--- config.mk ---
export PLATFORM = sky130hd
export DESIGN_NAME = ppr_remap_config
export DESIGN_NICKNAME = d
export VERILOG_FILES = /design/src/rtl/ppr_pkg.sv /design/src/rtl/ppr_field_decode.sv /design/src/rtl/ppr_remap_config.sv
export SDC_FILE = /design/constraint.sdc
export NUM_CORES = 1
export LEC_CHECK = 0
export BUFFER_PORTS_ARGS = -buffer_cell sky130_fd_sc_hd__buf_2
export CAP_MARGIN = 30
export CORE_UTILIZATION = 50
export CTS_CLUSTER_SIZE = 25
export DETAILED_ROUTE_END_ITERATION = 7
export PLACE_DENSITY = 0.87
export SETUP_SLACK_MARGIN = 0.02
export SYNTH_ARGS = -nofsm -noshare
export SYNTH_HDL_FRONTEND = slang
export SYNTH_SLANG_ARGS = --single-unit
export TNS_END_PERCENT = 100
--- constraint.sdc ---
create_clock -name clock -period 1.9 [get_ports clock]
set_input_delay 0.19 -clock clock [delete_from_list [all_inputs] [get_ports clock]]
set_output_delay 0.19 -clock clock [all_outputs]
set_load 0.02 [all_outputs]
--- src/rtl/ppr_pkg.sv ---
/*
 * Constants for the peripheral pin remap configuration block: register offset,
 * field positions, field encodings and reset value.
 * Assumes a 32-bit plain register port with byte addresses.
 */
package ppr_pkg;
	localparam logic [7:0]  PPR_REMAP0_OFFSET    = 8'h04;
	localparam logic [31:0] PPR_REMAP0_RESET     = 32'h0000_0000;
	localparam logic [31:0] PPR_REMAP0_WMASK     = 32'h3755_fff0;
	localparam logic [31:0] PPR_REMAP0_RMASK     = 32'h3055_fff0;
	localparam int          PPR_TRIG1_SOF_BIT    = 29;
	localparam int          PPR_SPI2_BIT         = 28;
	localparam int          PPR_DBG_HI           = 26;
	localparam int          PPR_DBG_LO           = 24;
	localparam int          PPR_CAN1_BIT         = 22;
	localparam int          PPR_ADC1_TRG_BIT     = 20;
	localparam int          PPR_ADC0_TRG_BIT     = 18;
	localparam int          PPR_TE_CH3_BIT       = 16;
	localparam int          PPR_OSC_PD_BIT       = 15;
	localparam int          PPR_CAN0_HI          = 14;
	localparam int          PPR_CAN0_LO          = 13;
	localparam int          PPR_TD_BIT           = 12;
	localparam int          PPR_TC_HI            = 11;
	localparam int          PPR_TC_LO            = 10;
	localparam int          PPR_TB_HI            = 9;
	localparam int          PPR_TB_LO            = 8;
	localparam int          PPR_TA_HI            = 7;
	localparam int          PPR_TA_LO            = 6;
	localparam int          PPR_US_HI            = 5;
	localparam int          PPR_US_LO            = 4;
	localparam logic [1:0]  PPR_MOVE_NONE        = 2'h0;
	localparam logic [1:0]  PPR_MOVE_01          = 2'h1;
	localparam logic [1:0]  PPR_MOVE_10          = 2'h2;
	localparam logic [1:0]  PPR_MOVE_FULL        = 2'h3;
	localparam logic [2:0]  PPR_DBG_ALL          = 3'h0;
	localparam logic [2:0]  PPR_DBG_NO_JRST      = 3'h1;
	localparam logic [2:0]  PPR_DBG_SW_ONLY      = 3'h2;
	localparam logic [2:0]  PPR_DBG_NONE         = 3'h4;

	typedef enum logic [1:0] {
		PPR_POS_DEFAULT,
		PPR_POS_PARTIAL,
		PPR_POS_FULL
	} ppr_pos_t;
endpackage : ppr_pkg

--- src/rtl/ppr_field_decode.sv ---
/*
 * Decodes one two-bit remap field into a pin placement.
 * Assumes the caller names which code means partial; the other unused code
 * and the zero code both leave the pins at default.
 */
`timescale 1ns/1ps
`default_nettype none
module ppr_field_decode
	import ppr_pkg::*;
#(
	parameter logic [1:0] PARTIAL_CODE = PPR_MOVE_10
) (
	input  wire logic [1:0] field,
	output ppr_pos_t        pos
);
	always_comb begin
		if (field == PPR_MOVE_FULL) begin
			pos = PPR_POS_FULL;
		end else if (field == PARTIAL_CODE) begin
			pos = PPR_POS_PARTIAL;
		end else begin
			// An unused encoding keeps the signals on their default pins.
			pos = PPR_POS_DEFAULT;
		end
	end
endmodule : ppr_field_decode
`default_nettype wire

--- src/rtl/ppr_remap_config.sv ---
/*
 * Peripheral pin remap configuration register and the selects it drives.
 * Assumes a plain register port: one-cycle strobes, read data the next cycle.
 */
// Strobed register access was chosen for this implementation.
// Overview of operation
// - Remap register sits at offset 0x04 and resets to all zeros.
// - Bit 29 feeds USB start-of-frame pulse into timer B trigger input 1.
// - Bit 28 moves third serial peripheral pins to the alternate set.
// - Debug-port field bits 26:24 is write-only.
// - Debug field 000 all, 001 no jtag reset, 010 serial only, 100 none.
// - Bit 22 moves second CAN pins from B12/13 to B5/6.
// - Bit 20 picks second ADC trigger: ext line 11 or timer H trigger out.
// - Bit 18 picks first ADC trigger: ext line 11 or timer H trigger out.
// - Bit 16 connects timer E channel 3 to A3 or 40 kHz RC oscillator.
// - Bit 15 puts port D lines 0 and 1 on the oscillator pins.
// - Bits 14:13 place first CAN: default, unused, partial, full.
// - Bit 12 moves timer D channels from B6-9 to D12-15.
// - Bits 11:10 move timer C: default, unused, partial, full.
// - Bits 9:8 move timer B: default, partial, unused, full.
// - Bits 7:6 move timer A: default, partial, unused, full.
// - Bits 5:4 move third USART: default, partial, unused, full.
`timescale 1ns/1ps
`default_nettype none
module ppr_remap_config
	import ppr_pkg::*;
(
	input  wire logic        clock,
	input  wire logic        rstn,
	input  wire logic [7:0]  addr,
	input  wire logic [31:0] wdata,
	input  wire logic        wr,
	input  wire logic        rd,
	output logic [31:0]      rdata,
	output logic             timer_b_trigger1_sof_select,
	output logic             third_serial_periph_pin_move,
	output logic             jtag_debug_port_en,
	output logic             serial_wire_debug_port_en,
	output logic             jtag_reset_pin_free,
	output logic             second_can_pin_move,
	output logic             second_adc_trigger_select,
	output logic             first_adc_trigger_select,
	output logic             timer_e_ch3_input_select,
	output logic             osc_pins_as_port_d,
	output ppr_pos_t         first_can_pin_move,
	output logic             timer_d_pin_move,
	output ppr_pos_t         timer_c_pin_move,
	output ppr_pos_t         timer_b_pin_move,
	output ppr_pos_t         timer_a_pin_move,
	output ppr_pos_t         third_usart_pin_move
);
	logic [31:0] remap_reg;
	logic [31:0] remap_next;
	ppr_pos_t    can0_pos;
	ppr_pos_t    tc_pos;
	ppr_pos_t    tb_pos;
	ppr_pos_t    ta_pos;
	ppr_pos_t    us_pos;
	logic [2:0]  dbg;

	function automatic logic hit(input logic [7:0] a);
		hit = (a == PPR_REMAP0_OFFSET);
	endfunction : hit

	// Reserved bits are not stored, so they always read as zero.
	assign remap_next = wdata & PPR_REMAP0_WMASK;

	always_ff @(posedge clock or negedge rstn) begin
		if (!rstn) begin
			remap_reg <= PPR_REMAP0_RESET;
		end else if (wr && hit(addr)) begin
			remap_reg <= remap_next;
		end
	end

	always_ff @(posedge clock or negedge rstn) begin
		if (!rstn) begin
			rdata <= 32'h0000_0000;
		end else if (rd && hit(addr)) begin
			// The debug field and the low bits outside this block read zero.
			rdata <= remap_reg & PPR_REMAP0_RMASK;
		end else begin
			rdata <= 32'h0000_0000;
		end
	end

	ppr_field_decode #(.PARTIAL_CODE(PPR_MOVE_10)) u_can0 (
		.field (remap_reg[PPR_CAN0_HI:PPR_CAN0_LO]),
		.pos   (can0_pos)
	);
	ppr_field_decode #(.PARTIAL_CODE(PPR_MOVE_10)) u_tc (
		.field (remap_reg[PPR_TC_HI:PPR_TC_LO]),
		.pos   (tc_pos)
	);
	ppr_field_decode #(.PARTIAL_CODE(PPR_MOVE_01)) u_tb (
		.field (remap_reg[PPR_TB_HI:PPR_TB_LO]),
		.pos   (tb_pos)
	);
	ppr_field_decode #(.PARTIAL_CODE(PPR_MOVE_01)) u_ta (
		.field (remap_reg[PPR_TA_HI:PPR_TA_LO]),
		.pos   (ta_pos)
	);
	ppr_field_decode #(.PARTIAL_CODE(PPR_MOVE_01)) u_us (
		.field (remap_reg[PPR_US_HI:PPR_US_LO]),
		.pos   (us_pos)
	);

	assign dbg = remap_reg[PPR_DBG_HI:PPR_DBG_LO];

	// Selects are registered once more so every output comes from a flip-flop.
	always_ff @(posedge clock or negedge rstn) begin
		if (!rstn) begin
			timer_b_trigger1_sof_select  <= 1'b0;
			third_serial_periph_pin_move <= 1'b0;
			second_can_pin_move          <= 1'b0;
			second_adc_trigger_select    <= 1'b0;
			first_adc_trigger_select     <= 1'b0;
			timer_e_ch3_input_select     <= 1'b0;
			osc_pins_as_port_d           <= 1'b0;
			timer_d_pin_move             <= 1'b0;
		end else begin
			timer_b_trigger1_sof_select  <= remap_reg[PPR_TRIG1_SOF_BIT];
			third_serial_periph_pin_move <= remap_reg[PPR_SPI2_BIT];
			second_can_pin_move          <= remap_reg[PPR_CAN1_BIT];
			second_adc_trigger_select    <= remap_reg[PPR_ADC1_TRG_BIT];
			first_adc_trigger_select     <= remap_reg[PPR_ADC0_TRG_BIT];
			timer_e_ch3_input_select     <= remap_reg[PPR_TE_CH3_BIT];
			osc_pins_as_port_d           <= remap_reg[PPR_OSC_PD_BIT];
			timer_d_pin_move             <= remap_reg[PPR_TD_BIT];
		end
	end

	always_ff @(posedge clock or negedge rstn) begin
		if (!rstn) begin
			first_can_pin_move   <= PPR_POS_DEFAULT;
			timer_c_pin_move     <= PPR_POS_DEFAULT;
			timer_b_pin_move     <= PPR_POS_DEFAULT;
			timer_a_pin_move     <= PPR_POS_DEFAULT;
			third_usart_pin_move <= PPR_POS_DEFAULT;
		end else begin
			first_can_pin_move   <= can0_pos;
			timer_c_pin_move     <= tc_pos;
			timer_b_pin_move     <= tb_pos;
			timer_a_pin_move     <= ta_pos;
			third_usart_pin_move <= us_pos;
		end
	end

	// Undefined debug encodings, including those from breaking the one-bit
	// limit, fall back to the reset setting with both ports enabled.
	always_ff @(posedge clock or negedge rstn) begin
		if (!rstn) begin
			jtag_debug_port_en        <= 1'b1;
			serial_wire_debug_port_en <= 1'b1;
			jtag_reset_pin_free       <= 1'b0;
		end else begin
			case (dbg)
				PPR_DBG_NO_JRST: begin
					jtag_debug_port_en        <= 1'b1;
					serial_wire_debug_port_en <= 1'b1;
					jtag_reset_pin_free       <= 1'b1;
				end
				PPR_DBG_SW_ONLY: begin
					jtag_debug_port_en        <= 1'b0;
					serial_wire_debug_port_en <= 1'b1;
					jtag_reset_pin_free       <= 1'b1;
				end
				PPR_DBG_NONE: begin
					jtag_debug_port_en        <= 1'b0;
					serial_wire_debug_port_en <= 1'b0;
					jtag_reset_pin_free       <= 1'b1;
				end
				default: begin
					jtag_debug_port_en        <= 1'b1;
					serial_wire_debug_port_en <= 1'b1;
					jtag_reset_pin_free       <= 1'b0;
				end
			endcase
		end
	end

	a_write_stores: assert property (@(posedge clock) disable iff (!rstn)
		wr && hit(addr) |=> remap_reg == ($past(wdata) & PPR_REMAP0_WMASK))
		else $error("remap register did not take masked write data");

	a_reserved_clear: assert property (@(posedge clock) disable iff (!rstn)
		(remap_reg & ~PPR_REMAP0_WMASK) == 32'h0000_0000)
		else $error("remap register holds a bit outside the writable fields");

	a_debug_reads_zero: assert property (@(posedge clock) disable iff (!rstn)
		rd |=> rdata[PPR_DBG_HI:PPR_DBG_LO] == 3'h0)
		else $error("debug field read back nonzero");

	a_readback_value: assert property (@(posedge clock) disable iff (!rstn)
		rd && hit(addr) |=> rdata == ($past(remap_reg) & PPR_REMAP0_RMASK))
		else $error("read data differs from stored fields");

	a_rdata_idle: assert property (@(posedge clock) disable iff (!rstn)
		!(rd && hit(addr)) |=> rdata == 32'h0000_0000)
		else $error("read data nonzero outside a read of the register");

	a_sof_follows: assert property (@(posedge clock) disable iff (!rstn)
		wr && hit(addr) ##1 !(wr && hit(addr)) |=>
		timer_b_trigger1_sof_select == $past(remap_reg[PPR_TRIG1_SOF_BIT]))
		else $error("sof select does not follow bit 29");

	a_spi_follows: assert property (@(posedge clock) disable iff (!rstn)
		third_serial_periph_pin_move == $past(remap_reg[PPR_SPI2_BIT]))
		else $error("serial peripheral move does not follow bit 28");

	a_debug_all: assert property (@(posedge clock) disable iff (!rstn)
		dbg == PPR_DBG_ALL |=>
		jtag_debug_port_en && serial_wire_debug_port_en && !jtag_reset_pin_free)
		else $error("full debug setting not applied");

	a_debug_nojrst: assert property (@(posedge clock) disable iff (!rstn)
		dbg == PPR_DBG_NO_JRST |=>
		jtag_debug_port_en && serial_wire_debug_port_en && jtag_reset_pin_free)
		else $error("debug setting without jtag reset pin not applied");

	a_debug_swonly: assert property (@(posedge clock) disable iff (!rstn)
		dbg == PPR_DBG_SW_ONLY |=> !jtag_debug_port_en && serial_wire_debug_port_en)
		else $error("serial-only debug setting not applied");

	a_debug_none: assert property (@(posedge clock) disable iff (!rstn)
		dbg == PPR_DBG_NONE |=> !jtag_debug_port_en && !serial_wire_debug_port_en)
		else $error("debug disable setting not applied");

	a_can1_follows: assert property (@(posedge clock) disable iff (!rstn)
		second_can_pin_move == $past(remap_reg[PPR_CAN1_BIT]))
		else $error("second CAN move does not follow bit 22");

	a_adc_trig: assert property (@(posedge clock) disable iff (!rstn)
		second_adc_trigger_select == $past(remap_reg[PPR_ADC1_TRG_BIT]) &&
		first_adc_trigger_select == $past(remap_reg[PPR_ADC0_TRG_BIT]))
		else $error("ADC trigger selects do not follow bits 20 and 18");

	a_tech3_osc: assert property (@(posedge clock) disable iff (!rstn)
		timer_e_ch3_input_select == $past(remap_reg[PPR_TE_CH3_BIT]) &&
		osc_pins_as_port_d == $past(remap_reg[PPR_OSC_PD_BIT]))
		else $error("timer E ch3 or oscillator pin select wrong");

	a_can0_default: assert property (@(posedge clock) disable iff (!rstn)
		remap_reg[PPR_CAN0_HI:PPR_CAN0_LO] == PPR_MOVE_NONE |=>
		first_can_pin_move == PPR_POS_DEFAULT)
		else $error("first CAN zero code moved pins");

	a_can0_unused: assert property (@(posedge clock) disable iff (!rstn)
		remap_reg[PPR_CAN0_HI:PPR_CAN0_LO] == PPR_MOVE_01 |=>
		first_can_pin_move == PPR_POS_DEFAULT)
		else $error("first CAN unused code did not keep default pins");

	a_can0_part: assert property (@(posedge clock) disable iff (!rstn)
		remap_reg[PPR_CAN0_HI:PPR_CAN0_LO] == PPR_MOVE_10 |=>
		first_can_pin_move == PPR_POS_PARTIAL)
		else $error("first CAN partial code not decoded");

	a_can0_full: assert property (@(posedge clock) disable iff (!rstn)
		remap_reg[PPR_CAN0_HI:PPR_CAN0_LO] == PPR_MOVE_FULL |=>
		first_can_pin_move == PPR_POS_FULL)
		else $error("first CAN full code not decoded");

	a_timer_d: assert property (@(posedge clock) disable iff (!rstn)
		timer_d_pin_move == $past(remap_reg[PPR_TD_BIT]))
		else $error("timer D move does not follow bit 12");

	a_timer_c_unused: assert property (@(posedge clock) disable iff (!rstn)
		remap_reg[PPR_TC_HI:PPR_TC_LO] == PPR_MOVE_01 |=> timer_c_pin_move == PPR_POS_DEFAULT)
		else $error("timer C unused code moved pins");

	a_timer_c_part: assert property (@(posedge clock) disable iff (!rstn)
		remap_reg[PPR_TC_HI:PPR_TC_LO] == PPR_MOVE_10 |=> timer_c_pin_move == PPR_POS_PARTIAL)
		else $error("timer C partial code not decoded");

	a_timer_c_full: assert property (@(posedge clock) disable iff (!rstn)
		remap_reg[PPR_TC_HI:PPR_TC_LO] == PPR_MOVE_FULL |=> timer_c_pin_move == PPR_POS_FULL)
		else $error("timer C full code not decoded");

	a_timer_b_part: assert property (@(posedge clock) disable iff (!rstn)
		remap_reg[PPR_TB_HI:PPR_TB_LO] == PPR_MOVE_01 |=> timer_b_pin_move == PPR_POS_PARTIAL)
		else $error("timer B partial code not decoded");

	a_timer_b_unused: assert property (@(posedge clock) disable iff (!rstn)
		remap_reg[PPR_TB_HI:PPR_TB_LO] == PPR_MOVE_10 |=> timer_b_pin_move == PPR_POS_DEFAULT)
		else $error("timer B unused code moved pins");

	a_timer_b_full: assert property (@(posedge clock) disable iff (!rstn)
		remap_reg[PPR_TB_HI:PPR_TB_LO] == PPR_MOVE_FULL |=> timer_b_pin_move == PPR_POS_FULL)
		else $error("timer B full code not decoded");

	a_timer_a_part: assert property (@(posedge clock) disable iff (!rstn)
		remap_reg[PPR_TA_HI:PPR_TA_LO] == PPR_MOVE_01 |=> timer_a_pin_move == PPR_POS_PARTIAL)
		else $error("timer A partial code not decoded");

	a_timer_a_unused: assert property (@(posedge clock) disable iff (!rstn)
		remap_reg[PPR_TA_HI:PPR_TA_LO] == PPR_MOVE_10 |=> timer_a_pin_move == PPR_POS_DEFAULT)
		else $error("timer A unused code moved pins");

	a_timer_a_full: assert property (@(posedge clock) disable iff (!rstn)
		remap_reg[PPR_TA_HI:PPR_TA_LO] == PPR_MOVE_FULL |=> timer_a_pin_move == PPR_POS_FULL)
		else $error("timer A full code not decoded");

	a_usart_part: assert property (@(posedge clock) disable iff (!rstn)
		remap_reg[PPR_US_HI:PPR_US_LO] == PPR_MOVE_01 |=>
		third_usart_pin_move == PPR_POS_PARTIAL)
		else $error("third USART partial code not decoded");

	a_usart_unused: assert property (@(posedge clock) disable iff (!rstn)
		remap_reg[PPR_US_HI:PPR_US_LO] == PPR_MOVE_10 |=>
		third_usart_pin_move == PPR_POS_DEFAULT)
		else $error("third USART unused code moved pins");

	a_usart_full: assert property (@(posedge clock) disable iff (!rstn)
		remap_reg[PPR_US_HI:PPR_US_LO] == PPR_MOVE_FULL |=>
		third_usart_pin_move == PPR_POS_FULL)
		else $error("third USART full code not decoded");
endmodule : ppr_remap_config
`default_nettype wire

Yosys cells after proc, flatten, opt, wreduce, memory -nomap -nowiden
Index checks and enable logic that the tools add are counted.
{"block": "totals", "wordCells": 50, "ff_bits": 72, "output_inout_bits": 53, "input_bits": 44}
{"block": "classes", "reduce_logical": 4, "n_eq_ne": 14, "mux": 14}
{"op": "two-way mux 30 bit", "n": 1}
{"op": "equality test 2 bit (second input constant)", "n": 7}
{"op": "two-way mux 2 bit", "n": 5}
{"op": "equality test 8 x 3 -> 1 bit (second input constant)", "n": 1}
{"op": "two-way mux 1 bit", "n": 8}
{"op": "equality test 2 x 1 -> 1 bit (second input constant)", "n": 3}
{"op": "equality test 3 x 1 -> 1 bit (second input constant)", "n": 1}
{"op": "equality test 3 x 2 -> 1 bit (second input constant)", "n": 1}
{"op": "equality test 3 bit (second input constant)", "n": 1}
{"op": "OR reduction 3 bit", "n": 1}
{"op": "logical AND 1 bit", "n": 2}
{"op": "OR reduction 2 bit", "n": 1}

Depth between registers and ports, before layout
Gate-level depths: netlist of run 1.
{"block": "logic_depth", "word_depth": 3, "depth_mapped": 5, "mapped_depth_nobuf": 3}

Modules after synthesis
A second synthesis of run 1 with hierarchy kept.
{"block": "unflattened", "hier_cells": 139, "area_unflattened_um2": 2259.7}
{"mod": "ppr_remap_config", "n_inst": 1, "area_each_um2": 2178.3, "seq_area_each_um2": 1503.9, "cells_each": 129}
{"mod": "ppr_field_decode", "n_inst": 5, "area_each_um2": 16.3, "seq_area_each_um2": 0.0, "cells_each": 2}

Worst setup path before layout of run 1
No wires, ideal clock.
{"block": "synth_timing", "path_kind": "in2reg", "from": "in addr[7]", "to": "reg remap_reg[10]", "n_path_buf": 1, "stages": 4, "setup_ps": 125, "path_slack_ps": 714, "required_ps": 1775, "arrival_ps": 1061, "path_cell_list": "nor4_4 > nand3_2 > buf_6 > mux2_4"}
{"block": "synth_via", "elab_chain_cells": 2}
{"element": "start, declared", "line": "ppr_remap_config.sv:30", "text": "input wire logic [7:0] addr,"}
{"element": "equality test 8 x 3 -> 1 bit", "line": "ppr_remap_config.sv:62", "text": "hit = (a == PPR_REMAP0_OFFSET);"}
{"element": "logical AND 1 bit", "line": "ppr_remap_config.sv:71", "text": "end else if (wr && hit(addr)) begin"}
{"element": "end signal, assigned", "line": "ppr_remap_config.sv:72", "text": "remap_reg <= remap_next;"}
{"element": "end, declared", "line": "ppr_remap_config.sv:52", "text": "logic [31:0] remap_reg;"}
No other way between the ends.
A chain may end at the register's enable or synchronous reset.

Worst setup path in the final report of run 1
{"block": "layout_timing", "from": "reg serial_wire_debug_port_en", "to": "out serial_wire_debug_port_en"}
{"element": "start, declared", "line": "ppr_remap_config.sv:38", "text": "output logic serial_wire_debug_port_en,"}
{"element": "start signal, assigned", "line": "ppr_remap_config.sv:154", "text": "serial_wire_debug_port_en <= 1'b1;"}
{"element": "start signal, assigned", "line": "ppr_remap_config.sv:160", "text": "serial_wire_debug_port_en <= 1'b1;"}
{"element": "start signal, assigned", "line": "ppr_remap_config.sv:165", "text": "serial_wire_debug_port_en <= 1'b1;"}
No word-level cell between the ends.

==> flow_summary.json, run 1 <==
{
  "status": "complete, no violations",
  "num-nets-final": 263,
  "synth_area_per_cell_sq_um": 16.1,
  "power.total_mw": 2.65,
  "port_buffers": 71,
  "clk_path_buf_depth": 2,
  "crit_family": "flip-flops",
  "critPathLaunchType": "flop",
  "slew_viol_final": 0,
  "core_sq_um": 4140,
  "setup_ws_ns": 0.730,
  "slew-limit-headroom_pct": 63.6,
  "cp_slowest_stage_delay_ns": 0.51,
  "num_rows": 23,
  "die_y_um": 68.9,
  "cts.sinks": 60,
  "grt_start_max_net_pins": 37,
  "viasPerCell": 4.65,
  "antenna_cells": 0,
  "htreeDepth": 3,
  "avgRoutedWirePerCell_um": 13.5,
  "finClkSkew_ns": 0.00415,
  "fin_util_pct": 67.7,
  "clock_latency_ns": 0.32,
  "synth.most_common_cell": "dfrtp_1",
  "synth_flop_cell": "dfrtp_1",
  "antenna_found_initial": 0,
  "worst_pin_slew_ns": 0.546,
  "maxUsedRoutingLayer": "met4",
  "antenna_left": 0,
  "cp_num_buf_inv": 1,
  "drc_errors": 0,
  "design_area_sq_um": 2810,
  "clk_pin_slew_ns": 0.06,
  "timing.fmax_mhz": 854,
  "fp.dieW_um": 68.9,
  "worst-setup-path-type": "reg2out",
  "period_share_pct": 61.6,
  "dp_hpwl_um": 2620,
  "slowest_stage": "dfstp_2",
  "yosysWarnings": 0,
  "worstPathArrival_ns": 0.98,
  "synth_area_sq_um": 2240,
  "path_cells": "buf_2",
  "layout-area-overhead-vs-synth_pct": 25.2,
  "start_util_pct": 54.1,
  "period_minus_slack_ns": 1.17,
  "worst_setup_path_end_kind": "primary output",
  "cts_root_buffer": "clkbuf_8",
  "met2_length_um": 1980,
  "critPathMaxFanout": 1,
  "async_flop_share_pct": 100,
  "postCtsHoldBufs": 1,
  "drive_gt1_share_pct": 51.8,
  "num_vias": 1273,
  "cts_tree": "yes",
  "pre_cts_ws_ns": 0.394,
  "crit_required_ns": 1.71,
  "synthCells": 139,
  "cts_buffers": 9,
  "seq_area_sq_um": 1500,
  "final-hold-violation-count": 0,
  "fillCellCount": 309,
  "place_area_sq_um": 2590,
  "dr.pass1.iters": 4,
  "synth_edf_count": 0,
  "p_leak_nw": 1.64,
  "grt_pass1_vias": 1287,
  "gp_congestion": 0.654,
  "ios": 97,
  "largest_reg_flops": 21,
  "synthTopCellsByCount": "dfrtp_1 (58), and2_1 (23), mux2_4 (20)",
  "synth_seq_cells": 60,
  "seq_area_frac_synth_pct": 67.1,
  "cap_violations": 0,
  "synth.area.top_cells": "dfrtp_1 (65%), mux2_4 (13%), and2_1 (6.4%), buf_4 (5.0%), dfstp_2 (2.3%)",
  "ys_types": 21,
  "grt_pass1_wl_um": 5750,
  "p_per_area_nw_per_um2": 944,
  "synth_largest_area_cell": "dfrtp_1",
  "drt_iter0_drc": 93,
  "setup-tns-final_ns": 0,
  "wl_met3_um": 257,
  "cts_setup_buffers": 0,
  "setup-violations-final": 0,
  "rsz0062_at_grt": "no",
  "hp-class": "in2reg",
  "wl_met1_um": 1400,
  "routed_wl_um": 3710,
  "grt_overflow": 0,
  "cts_resized": 0,
  "peakVddDrop_mv": 0.516,
  "yosysTopAreaCellShare_pct": 64.8,
  "die_area_sq_um": 4750,
  "multi_input_area_sq_um": 646,
  "track_usage_pct": 17.8
}
## cell families after synthesis
group | share of synthesized area, %
muxes | 13.9
and+or+nand+nor | 11.6
xor gates and xnor gates | 0.782
buffers and inverters | 6.25
other | 0.167
DFF | 67.1
AOI/OAI and AO/OA | 0.223
## power breakdown
part           switching [mW]  internal [mW]  leakage [nW]  total, mW
clock network           0.481          0.638        0.0983       1.12
logic                   0.106         0.0794         0.714      0.186
registers              0.0234           1.32         0.825       1.34
## layout make-up
cell class | count | area share (%)
Sequential cell | 60 | 53.6
Clock buffer | 10 | 4.90
Clock inverter | 6 | 2.27
Timing Repair Buffer | 74 | 14.0
Multi-Input combinational cell | 74 | 23.0
Tap cell | 50 | 2.23
## worst paths after layout
path / to / from / slack [ns] / cells past startpoint
worst max-delay path: serial_wire_debug_port_en / serial_wire_debug_port_en / 0.73 / 1
min in group asynchronous: first_can_pin_move[1] / rstn / 0.39 / 2
worst min register to register: second_adc_trigger_select / remap_reg[20] / 0.39 / 0
max in group asynchronous: jtag_debug_port_en / rstn / 0.88 / 3
worst max register to register: serial_wire_debug_port_en / remap_reg[25] / 0.92 / 1
worst min-delay path: remap_reg[8] / wdata[8] / 0.1 / 2
## cell usage in the layout (no fill, tap or decap), types with 2 or more instances in the layout
cell type / netlist / routed
buf_2: 0 / 71
clkbuf_8: 0 / 10
dfrtp_1: 58 / 58
mux2_4: 20 / 20
clkinvlp_4: 0 / 2
dfstp_2: 2 / 2
nor2b_1: 5 / 5
and2_1: 23 / 23
clkinv_2: 0 / 2
conb_1: 1 / 14
## per-stage QoR
step / hold slack [ns] / cells
final: 0.0965 / 274
after global routing: 0.0788 / 274
after CTS: 0.0802 / 274
after detailed placement: 0.207 / 257
after global placement: 0.195 / 257
after floorplan: -0.106 / 152
## routing by layer
layer | track usage, % | vias to the layer above
li1 | - | 579
met3 | 5.92 | 9
met4 | 10.5 | 0
met1 | 19.1 | 621
met5 | 0 | -
met2 | 30.2 | 64
Note: power is estimated with default switching activity, not from simulation.
==> run 2: changes to the inputs <==
--- a/config.mk
+++ b/config.mk
@@ -7,10 +7,10 @@
 export LEC_CHECK = 0
 export BUFFER_PORTS_ARGS = -buffer_cell sky130_fd_sc_hd__buf_2
 export CAP_MARGIN = 30
-export CORE_UTILIZATION = 50
+export CORE_UTILIZATION = 47
 export CTS_CLUSTER_SIZE = 25
 export DETAILED_ROUTE_END_ITERATION = 7
-export PLACE_DENSITY = 0.87
+export PLACE_DENSITY = 0.82
 export SETUP_SLACK_MARGIN = 0.02
 export SYNTH_ARGS = -nofsm -noshare
 export SYNTH_HDL_FRONTEND = slang
==> constraint.sdc (replaced) <==
create_clock -name clock -period 1.1 [get_ports clock]
set_input_delay 0.11 -clock clock [delete_from_list [all_inputs] [get_ports clock]]
set_output_delay 0.11 -clock clock [all_outputs]
set_load 0.02 [all_outputs]
==> run 2 against run 1 <==
The flow now finishes with violations (DRC). Clock power grew 86%. Via count shrank 3.8%. Core utilization shrank 3.2 points. Clock skew grew 0.0012 ns. Register-to-register slack lost 0.80 ns. Worst hold slack lost 0.080 ns. Critical path type unchanged. Largest cell class unchanged. Largest power group unchanged.
==> flow_summary.json, run 2 (same netlist as run 1, synthesis figures left out) <==
{
  "cp_num_buf_inv": 1,
  "cts.sinks": 60,
  "grt_overflow": 0,
  "rsz0062_at_grt": "yes",
  "grt_start_max_net_pins": 61,
  "drt_iter0_drc": 93,
  "whs_endpoint": "remap_reg[5]",
  "slew_viol_final": 0,
  "hp-class": "in2reg",
  "final-hold-violation-count": 0,
  "cts_root_buffer": "clkbuf_8",
  "core_sq_um": 4470,
  "num_vias": 1224,
  "fin_util_pct": 64.5,
  "p_per_area_nw_per_um2": 1640,
  "worstReg2RegStart": "remap_reg[26]",
  "path_cells": "buf_6",
  "clock_latency_ns": 0.32,
  "cp.depth": 1,
  "worstPathArrival_ns": 0.96,
  "worst_setup_path_end_kind": "primary output",
  "antenna_found_initial": 0,
  "r2r_cells": 1,
  "whs_path_depth": 2,
  "critPathMaxFanout": 1,
  "min_from": "wdata[5]",
  "final.hold.worst_slack_ns": 0.0167,
  "cts_setup_buffers": 0,
  "crit_family": "flip-flops",
  "antenna_cells": 0,
  "fp.dieW_um": 71.1,
  "p_leak_nw": 1.68,
  "die_area_sq_um": 5050,
  "clk_path_buf_depth": 2,
  "final_common_cell": "buf_2",
  "routed_wl_um": 3420,
  "slowest_stage": "dfstp_2",
  "dr.pass1.iters": 8,
  "cap_violations": 0,
  "ios": 97,
  "period_share_pct": 96.9,
  "viasPerCell": 4.39,
  "status": "finished with violations",
  "gp_congestion": 0.667,
  "antenna_left": 0,
  "avgRoutedWirePerCell_um": 12.3,
  "period_minus_slack_ns": 1.07,
  "violations": "DRC",
  "r2r_setup_slack_ns": 0.12,
  "drive_gt1_share_pct": 51.5,
  "setup-violations-final": 0,
  "port_buffers": 71,
  "drc_errors": 6,
  "grt_pass1_vias": 1146,
  "grt_pass1_wl_um": 5510,
  "layout-area-overhead-vs-synth_pct": 28.8,
  "cts_buffers": 9,
  "cts_tree": "yes",
  "timing.fmax_mhz": 939,
  "num_rows": 24,
  "critPathLaunchType": "flop",
  "clk_pin_slew_ns": 0.06,
  "track_usage_pct": 15.2,
  "cp_slowest_stage_delay_ns": 0.53,
  "final_cell_mix": "buf_2 (69), dfrtp_1 (58), and2_1 (23), mux2_4 (20), conb_1 (14)",
  "crit_required_ns": 0.99,
  "rr_endpoint": "serial_wire_debug_port_en",
  "finClkSkew_ns": 0.00535,
  "worst-setup-path-type": "reg2out",
  "dp_hpwl_um": 2360,
  "num-nets-final": 266,
  "start_util_pct": 50.1,
  "die_y_um": 71.1,
  "peakVddDrop_mv": 0.803,
  "largest_reg_flops": 21,
  "htreeDepth": 3
}
-- run 2: cell types whose count changed in the layout (fill, tap and decap cells not counted), sizes merged --
cell / previous run / this run
clkbuf: 10 / 11
buf: 73 / 75
dlygate4sd3: 1 / 2
clkinvlp: 2 / 0
bufinv: 1 / 2
-- run 2: layout make-up --
cell class,count,area (sq um)
multi-input cells,74,646
clock inverters,5,75.1
clock buffers,11,141
fillers,321,1590
flip-flops and latches,60,1500
well taps,52,65.1
repair buffers,77,455
-- run 2: how the worst max path moves through the flow --
stage | end | slack [ns] | startpoint
global route | jtag_debug_port_en | 0.0002 | jtag_debug_port_en
CTS | jtag_debug_port_en | 0.01 | jtag_debug_port_en
finish | jtag_debug_port_en | 0.03 | jtag_debug_port_en
global placement | remap_reg[20] | -0.16 | addr[3]
floorplan | remap_reg[10] | -0.005 | addr[3]
detailed placement | remap_reg[25] | -0.19 | addr[3]
-- run 2: repair_timing --
item | in CTS | in global routing
hold endpoints to repair | 58 | 1
pin swaps | 0 | 0
setup endpoints to repair | 2 | 2
gates resized for setup | 4 | 0
hold buffers | 1 | 1
gates cloned | 0 | 0
-- run 2: power breakdown --
part	internal, mW	switching, mW
clock network	1.32	0.754
registers	2.28	0.0417
logic	0.148	0.183
total	3.75	0.979
-- run 2: stage by stage --
stage	power (mW)	instances	worst slack (ns)	TNS, ns	cell area (sq um)
final	4.73	279	0.0345	0	2890
after global routing	4.94	279	0.000229	0	2890
after CTS	4.79	278	0.0142	0	2880
after detailed placement	2.68	261	-0.187	-3.73	2640
after global placement	2.68	261	-0.157	-3.26	2640
after floorplan	2.56	152	-0.00542	-0.108	2290
-- run 2: layer usage --
| layer | up-vias | routed length [um] | GRT usage (%) | share of wire, % |
|---|---|---|---|---|
| li1 | 587 | - | - | - |
| met1 | 565 | 1480 | 19.6 | 43 |
| met2 | 67 | 1640 | 21.3 | 48 |
| met3 | 5 | 264 | 7.69 | 7.7 |
| met4 | 0 | 34 | 7.33 | 0.99 |
| met5 | - | 0 | 0 | 0 |
